[config.mk]
export PLATFORM = sky130hd
export DESIGN_NAME = rcpt_timer
export DESIGN_NICKNAME = d
export VERILOG_FILES = /design/src/hdl/rcpt_pkg.sv /design/src/hdl/rcpt_timer.sv
export VERILOG_INCLUDE_DIRS = /design/src /design/src/hdl
export SDC_FILE = /design/constraint.sdc
export NUM_CORES = 1
export LEC_CHECK = 0
export ABC_AREA = 1
export BUFFER_PORTS_ARGS = -buffer_cell sky130_fd_sc_hd__buf_2
export CORE_MARGIN = 2
export CORE_UTILIZATION = 41
export CTS_BUF_LIST = sky130_fd_sc_hd__clkbuf_4
export DETAILED_ROUTE_END_ITERATION = 16
export PLACE_DENSITY = 0.58
export SYNTH_ARGS = -nofsm -noshare
export SYNTH_HDL_FRONTEND = slang
export SYNTH_SLANG_ARGS = --single-unit
[constraint.sdc]
create_clock -name clk_i -period 2.4 [get_ports clk_i]
set_clock_uncertainty 0.1 [all_clocks]
set_input_delay 0.36 -clock clk_i [delete_from_list [all_inputs] [get_ports clk_i]]
set_output_delay 0.36 -clock clk_i [all_outputs]
set_load 0.1 [all_outputs]
[src/hdl/rcpt_defines.svh]
// Register offsets, field positions and reset values of the reload/capture PWM timer.
// Assumes a byte-wide register port with 8-bit addresses.
`ifndef RCPT_DEFINES_SVH
`define RCPT_DEFINES_SVH
`define RCPT_ADDR_CLOCK_SELECT   8'hd7
`define RCPT_ADDR_MODE_CONTROL   8'hd5
`define RCPT_ADDR_FLAG_STATUS    8'hd6
`define RCPT_ADDR_RELOAD_CAPTURE 8'hd9
`define RCPT_ADDR_COMPARE        8'hda
`define RCPT_ADDR_ON_THE_FLY     8'hdb
`define RCPT_ADDR_PRESCALER      8'hd8
`define RCPT_MODE_CONTROL_RESET  8'h00
`define RCPT_BIT_LOAD_STROBE     7
`define RCPT_BIT_COUNT_ENABLE    6
`define RCPT_BIT_PWM_DRIVE       5
`define RCPT_BIT_EDGE_IE         4
`define RCPT_BIT_MATCH_IE        3
`define RCPT_BIT_WRAP_IE         2
`define RCPT_BIT_EDGE_FLAG       2
`define RCPT_BIT_MATCH_FLAG      1
`define RCPT_BIT_WRAP_FLAG       0
`define RCPT_BIT_EDGE_ON         2
`define RCPT_BIT_EDGE_POL        3
`define RCPT_DIV3_LAST           2'h2
`define RCPT_COUNT_WRAP          8'hff
`define RCPT_ZERO8               8'h00
`endif

[src/hdl/rcpt_pkg.sv]
// Types shared by the reload/capture PWM timer.
// Assumes rcpt_defines.svh for numeric constants.
package rcpt_pkg;
   typedef enum logic [1:0] {
      RCPT_MODE_RELOAD  = 2'b00,
      RCPT_MODE_CAPTURE = 2'b01,
      RCPT_MODE_CAP_RST = 2'b10,
      RCPT_MODE_EXT_LD  = 2'b11
   } rcpt_mode_t;

   typedef enum logic [1:0] {
      RCPT_SRC_INT  = 2'b00,
      RCPT_SRC_DIV3 = 2'b01,
      RCPT_SRC_PIN  = 2'b10,
      RCPT_SRC_RSVD = 2'b11
   } rcpt_src_t;

   typedef struct packed {
      logic [7:0] addr;
      logic [7:0] wdata;
      logic       wr;
      logic       rd;
   } rcpt_bus_req_t;

   typedef struct packed {
      logic [7:0] mode_ctl;
      logic [2:0] flags;
      logic [7:0] clk_sel;
      logic [7:0] reload_cap;
      logic [7:0] compare;
      logic [7:0] count;
      logic [6:0] presc;
      logic [1:0] div3;
      logic [1:0] pin_sync;
      logic       pin_prev;
      logic       pwm_level;
      logic       pwm_pin;
      logic [2:0] irq;
      logic [7:0] rdata;
   } rcpt_state_t;
endpackage

[src/hdl/rcpt_timer.sv]
// Reload/capture PWM timer: 8-bit up-counter behind a 7-bit prescaler.
// Assumes registers reached over a one-cycle strobe port and an asynchronous input pin.
//
// Added by the designer: the plain strobed port.
`timescale 1ns/10ps
`include "rcpt_defines.svh"

module rcpt_timer (
   // Clock and reset
   input  wire logic                clk_i,
   input  wire logic                rstn_i,
   // Register port
   input  wire rcpt_pkg::rcpt_bus_req_t bus_i,
   output logic [7:0]               rdata_o,
   // Pins
   input  wire logic                timer_input_pin_i,
   output logic                     pwm_output_pin_o,
   // Interrupt requests: edge, match, wrap
   output logic [2:0]               irq_o
);
   import rcpt_pkg::*;

   rcpt_state_t s_r;
   rcpt_state_t s_nxt;

   // Tap of the 7-bit prescaler: ratio 2^code, code 0 passes every source tick
   function automatic logic presc_tap(input logic [6:0] p, input logic [2:0] code);
      logic [6:0] mask;
      mask = 7'h7f >> (3'd7 - code);
      presc_tap = ((p & mask) == mask);
   endfunction

   function automatic logic addr_hit(input rcpt_bus_req_t b, input logic [7:0] a);
      addr_hit = (b.addr == a);
   endfunction

   logic       wr_mode;
   logic       wr_flags;
   logic       src_tick;
   logic       cnt_tick;
   logic       pin_edge;
   logic       cnt_en;
   logic       loading;
   logic [7:0] load_val;
   logic [7:0] cnt_inc;
   rcpt_mode_t mode;
   rcpt_src_t  src;

   always_comb begin
      s_nxt    = s_r;
      mode     = rcpt_mode_t'(s_r.mode_ctl[1:0]);
      src      = rcpt_src_t'(s_r.clk_sel[1:0]);
      cnt_en   = s_r.mode_ctl[`RCPT_BIT_COUNT_ENABLE];
      wr_mode  = bus_i.wr && addr_hit(bus_i, `RCPT_ADDR_MODE_CONTROL);
      wr_flags = bus_i.wr && addr_hit(bus_i, `RCPT_ADDR_FLAG_STATUS);
      loading  = 1'b0;
      load_val = s_r.reload_cap;

      // Synchroniser: only the second stage is looked at
      s_nxt.pin_sync = {s_r.pin_sync[0], timer_input_pin_i};
      s_nxt.pin_prev = s_r.pin_sync[1];
      pin_edge = s_r.clk_sel[`RCPT_BIT_EDGE_ON] &&
                 (s_r.clk_sel[`RCPT_BIT_EDGE_POL] ?
                  (s_r.pin_prev && !s_r.pin_sync[1]) :
                  (!s_r.pin_prev && s_r.pin_sync[1]));

      // Divide-by-3 runs free; source mux
      if (s_r.div3 == `RCPT_DIV3_LAST) begin
         s_nxt.div3 = 2'h0;
      end else begin
         s_nxt.div3 = s_r.div3 + 2'h1;
      end
      case (src)
         RCPT_SRC_INT:  src_tick = 1'b1;
         RCPT_SRC_DIV3: src_tick = (s_r.div3 == `RCPT_DIV3_LAST);
         RCPT_SRC_PIN:  src_tick = !s_r.pin_prev && s_r.pin_sync[1];
         default:       src_tick = 1'b0;
      endcase
      // In pin-clock mode the edge also clocks, as the rising sample above
      cnt_tick = cnt_en && src_tick && presc_tap(s_r.presc, s_r.clk_sel[7:5]);

      cnt_inc = s_r.count + 8'h01;
      if (cnt_en && src_tick) begin
         s_nxt.presc = s_r.presc + 7'h01;
      end
      if (cnt_tick) begin
         s_nxt.count = cnt_inc;
         if (s_r.count == `RCPT_COUNT_WRAP) begin
            s_nxt.flags[`RCPT_BIT_WRAP_FLAG] = 1'b1;
            s_nxt.pwm_level = 1'b1;
            if (mode == RCPT_MODE_RELOAD) begin
               loading = 1'b1;
            end
         end
      end
      // Match checked on the value the counter holds
      if (s_r.count == s_r.compare && cnt_en) begin
         s_nxt.flags[`RCPT_BIT_MATCH_FLAG] = 1'b1;
         s_nxt.pwm_level = 1'b0;
      end

      // Input edge events
      if (pin_edge) begin
         s_nxt.flags[`RCPT_BIT_EDGE_FLAG] = 1'b1;
         case (mode)
            RCPT_MODE_CAPTURE: begin
               s_nxt.reload_cap = s_r.count;
            end
            RCPT_MODE_CAP_RST: begin
               s_nxt.reload_cap = s_r.count;
               loading  = 1'b1;
               load_val = `RCPT_ZERO8;
            end
            RCPT_MODE_EXT_LD: begin
               loading = 1'b1;
            end
            default: begin
            end
         endcase
      end

      // Register writes
      if (bus_i.wr) begin
         case (bus_i.addr)
            `RCPT_ADDR_MODE_CONTROL: begin
               s_nxt.mode_ctl = {1'b0, bus_i.wdata[6:0]};
            end
            `RCPT_ADDR_CLOCK_SELECT:   s_nxt.clk_sel    = bus_i.wdata;
            `RCPT_ADDR_RELOAD_CAPTURE: s_nxt.reload_cap = bus_i.wdata;
            `RCPT_ADDR_COMPARE:        s_nxt.compare    = bus_i.wdata;
            default: begin
            end
         endcase
      end
      if (wr_mode && bus_i.wdata[`RCPT_BIT_LOAD_STROBE]) begin
         loading  = 1'b1;
         load_val = s_r.reload_cap;
      end
      if (bus_i.wr && addr_hit(bus_i, `RCPT_ADDR_ON_THE_FLY)) begin
         loading  = 1'b1;
         load_val = bus_i.wdata;
      end
      // Written zeros clear; a flag newly set this cycle wins over the clear
      if (wr_flags) begin
         s_nxt.flags = s_nxt.flags & (bus_i.wdata[2:0] | (s_nxt.flags & ~s_r.flags));
      end
      if (loading) begin
         s_nxt.count = load_val;
         s_nxt.presc = 7'h00;
      end

      // Outputs registered; requests held until flag or its enable cleared
      s_nxt.pwm_pin = s_nxt.pwm_level && s_nxt.mode_ctl[`RCPT_BIT_PWM_DRIVE];
      s_nxt.irq = s_nxt.flags & s_nxt.mode_ctl[4:2];

      s_nxt.rdata = 8'h00;
      if (bus_i.rd) begin
         case (bus_i.addr)
            `RCPT_ADDR_MODE_CONTROL:   s_nxt.rdata = {1'b0, s_r.mode_ctl[6:0]};
            `RCPT_ADDR_FLAG_STATUS:    s_nxt.rdata = {5'h00, s_r.flags};
            `RCPT_ADDR_CLOCK_SELECT:   s_nxt.rdata = s_r.clk_sel;
            `RCPT_ADDR_RELOAD_CAPTURE: s_nxt.rdata = s_r.reload_cap;
            `RCPT_ADDR_COMPARE:        s_nxt.rdata = s_r.compare;
            `RCPT_ADDR_ON_THE_FLY:     s_nxt.rdata = s_r.count;
            `RCPT_ADDR_PRESCALER:      s_nxt.rdata = {1'b0, s_r.presc};
            default:                   s_nxt.rdata = 8'h00;
         endcase
      end
   end

   always_ff @(posedge clk_i or negedge rstn_i) begin
      if (!rstn_i) begin
         s_r          <= '0;
         s_r.mode_ctl <= `RCPT_MODE_CONTROL_RESET;
      end else begin
         s_r <= s_nxt;
      end
   end

   assign rdata_o          = s_r.rdata;
   assign pwm_output_pin_o = s_r.pwm_pin;
   assign irq_o            = s_r.irq;
endmodule

==> run_results.csv <==
group,metric,value,unit
timing,finalSetupViolCount,0,
place,dp.cells,652,
floorplan,die_w,102,um
critical_path,endpoint_kind,"register",
outcome,status,"complete, no violations",
timing,layout_min_cycle_time,2.06,ns
logic_synthesis,synth_cell_types,40,
floorplan,design.die.area,0.0105,mm^2
power,powerDensity,573,mW/mm^2
timing,maxSlewHeadroom,57.5,%
detailed_routing,drt_wl_total,10400,um
cts,tritoncts,"done",
logic_synthesis,synth-seq-cells,67,
cts,post_cts_resized,0,
job,max_cap_viol_count,0,
place,dpl_cell_area,0.00413,mm^2
timing,fmax,486,MHz
final_layout,synthToLayoutAreaGrowth,7.97,%
cts,h-tree-depth,3,
cts,cts_buffers,9,
logic_synthesis,synth_cells,511,
timing,tns,0,ns
logic_synthesis,yosys-top-cells-area,"dfrtp_1, nand2_1, inv_1",
logic_synthesis,yosysTopAreaCell,"dfrtp_1",
floorplan,num_rows,35,
power,p_leak,0.00213,uW
logic_synthesis,synth_nets,537,
detailed_routing,met1Wirelength,4970,um
cts,clk_pin_slew,0.13,ns
critical_path,critPathMaxFanout,15,
timing,fin_crit_sh,85.7,%
final_layout,regArea,0.00168,mm^2
detailed_routing,drt_iter0_markers,226,
detailed_routing,drc_errors,0,
logic_synthesis,synth-async-reset-ratio,100,%
worst_hold_path,hp-class,"in2reg",
final_layout,multi_input_area,0.00183,mm^2
power,ir_drop,0.000324,V
logic_synthesis,ys_warn_count,0,
critical_path,crit_type,"reg2reg",
logic_synthesis,ys_seq_area_share,42.2,%
detailed_routing,avgRoutedWirePerCell,15.5,um
logic_synthesis,avgSynthCellArea,7.77,um^2
detailed_routing,via_per_inst,4.96,
place,gp_congestion,0.903,
place,post-place-ws,0.322,ns
grt,grt_max_degree,43,
timing,worst_pin_slew,0.637,ns
critical_path,worst-r2r-setup-slack,0.34,ns
worst_hold_path,min_to,"s_r[57]",
detailed_routing,firstDrtPassIters,5,
critical_path,cp_top_family,"simple AND/OR/NAND/NOR gates",
floorplan,core,0.00933,mm^2
critical_path,max_stage_delay,0.52,ns
place,hpwlAfterDp,7750,um
cts,cts_max_path_buffers,2,
detailed_routing,ant_nets,0,
detailed_routing,wl_met3,624,um
logic_synthesis,synth_top_flop_cell,"dfrtp_1",
critical_path,r2r-start,"s_r[26]",
final_layout,drive_gt1_share,17.6,%
detailed_routing,vias,3331,
place,io_buffers,32,
timing,finalHoldViolCount,0,
cts,clock_latency,0.43,ns
worst_hold_path,whs_path_depth,3,
grt,first_global_vias,3293,
detailed_routing,topRoutingLayerUsed,"met4",
grt,overflow,0,
detailed_routing,met2WireLength,4520,um
timing,rsz0062_at_grt,"no",
logic_synthesis,synth_edf_count,0,
grt,antenna_found_initial,0,
cts,cts_sinks,67,
grt,grt_usage,22.3,%
critical_path,critPathRequiredTime,2.65,ns
critical_path,r2r_end,"s_r[27]",
critical_path,cp-start-kind,"register",
critical_path,worst-path-buf-inv,1,
final_layout,finalInstanceArea,0.00429,mm^2
critical_path,r2r_cells,11,
critical_path,crit_slowest_cell,"dfrtp_1",
timing,setup_slack,0.344,ns
power,finalPower,2460,uW
critical_path,crit_chain,"ha_1, nand3_4, inv_2, nand2_2, nor2_4, nand3_4, nand2_4, nand2_1, nand2_1, nand2_1, nand2_1",
final_layout,fin_cells,671,
critical_path,cp.arrival,2.31,ns
cts,root_buffer,"clkbuf_4",
worst_hold_path,hp-start,"bus_i[2]",
timing,drv_slew,0,
floorplan,initial_core_util,42.6,%
floorplan,ioPinCount,33,
logic_synthesis,netlist_area,0.00397,mm^2
logic_synthesis,yosysTopAreaCellShare,42.2,%
grt,grt_pass1_wl,17400,um
final_layout,final_nets,562,
final_layout,fillerInstances,977,
floorplan,fp.dieH,102,um
critical_path,crit_top_cell,"nand2_1",
-- kinds of logic after synthesis --
logic type               Yosys count  share of synthesized area, %
buffers and inverters             92                          11.7
flip-flops                        67                          42.2
XOR/XNOR                          13                          2.87
AND/OR/NAND/NOR                  259                          30.9
adder cells (fa/ha/maj)            5                          1.58
AO/OA/AOI/OAI                     75                          10.7
-- power breakdown --
part | internal (uW) | switching, uW
Combinational | 145 | 238
Clock | 314 | 450
Sequential | 1200 | 105
-- flip-flops by register name (all words and copies together), names as in the netlist --
register,count
rdata_o,8
irq_o,3
s_nxt,2
cnt_en,1
mode,2
pwm_output_pin_o,1
s_r,50
-- worst register-to-register path, stage by stage, from the launching register on --
cell and delay (ns):
dfrtp_1 0.52, ha_1 0.30, nand3_4 0.11, inv_2 0.08, nand2_2 0.12, nor2_4 0.13
nand3_4 0.16, nand2_4 0.22, nand2_1 0.09, nand2_1 0.06, nand2_1 0.05, nand2_1 0.07
-- how the worst max path moves through the flow --
| stage | startpoint | end | slack [ns] | depth (start not counted) |
|---|---|---|---|---|
| 5_1_grt | s_r[26] | s_r[27] | 0.18 | 11 |
| 6_report | s_r[26] | s_r[27] | 0.34 | 11 |
| 4_1_cts | s_r[26] | s_r[27] | 0.35 | 11 |
| 3_3_place_gp | bus_i[15] | s_r[32] | 0.34 | 12 |
| 3_5_place_dp | bus_i[15] | s_r[32] | 0.32 | 12 |
| 2_1_floorplan | s_r[26] | s_r[29] | 0.71 | 11 |
-- area by class of cell --
cell class / instances / area share [%]
repair buffers: 39 / 5.37
flip-flops and latches: 67 / 39.1
clock inverters: 7 / 1.58
clock buffers: 9 / 1.58
inverters: 67 / 5.87
well taps: 129 / 3.77
multi-input cells: 352 / 42.7
diodes: 1 / 0.0584
-- through the flow --
stage	hold WS, ns	utilization [%]
after floorplan	-0.0356	-
after global placement	0.249	44.3
after detailed placement	0.243	44.3
after CTS	0.0911	45.9
after global routing	0.104	45.9
final	0.111	46.0
-- cells in the final DEF, fill, tap and decap left out, types with 4 or more instances in the layout --
cell      netlist  routed
nand2_2        13      13
or2_2           4       4
xor2_1          7       7
ha_1            5       5
inv_1          63      63
a21oi_1        15      15
nor2_4          5       5
o21ai_1        10      10
nor2_1         40      40
nand3_1        33      33
inv_2           4       4
nand2_1       136     136
o21ai_0        37      37
buf_4          13       4
nand4_1         5       5
clkbuf_4        0       9
nor3_1          4       4
buf_2           3      32
xnor2_1         6       6
dfrtp_1        67      67
o22ai_1         4       4
-- timing repair --
item                                    4_1_cts  5_1_grt
buffers inserted                              0        0
endpoints found under the hold margin        26        0
endpoints found under the setup margin        0        0
hold buffers                                  2        0
-- per-layer routing --
metal,vias to the layer above,global-route usage [%]
met5,-,0
met4,0,8.21
met3,23,5.54
met2,117,33.7
met1,1537,31.1
li1,1654,-
-- synth_stat cells, types with 4 or more instances --
cell,instances
nand2_2,13
nor2_4,5
a21oi_1,15
nand4_1,5
buf_6,6
o21ai_0,37
buf_4,13
inv_2,4
nand2_1,136
nor2_1,40
dfrtp_1,67
xnor2_1,6
xor2_1,7
nand3_1,33
ha_1,5
or2_2,4
nor3_1,4
o22ai_1,4
o21ai_1,10
inv_1,63
Power figures use the tool's default switching activity.
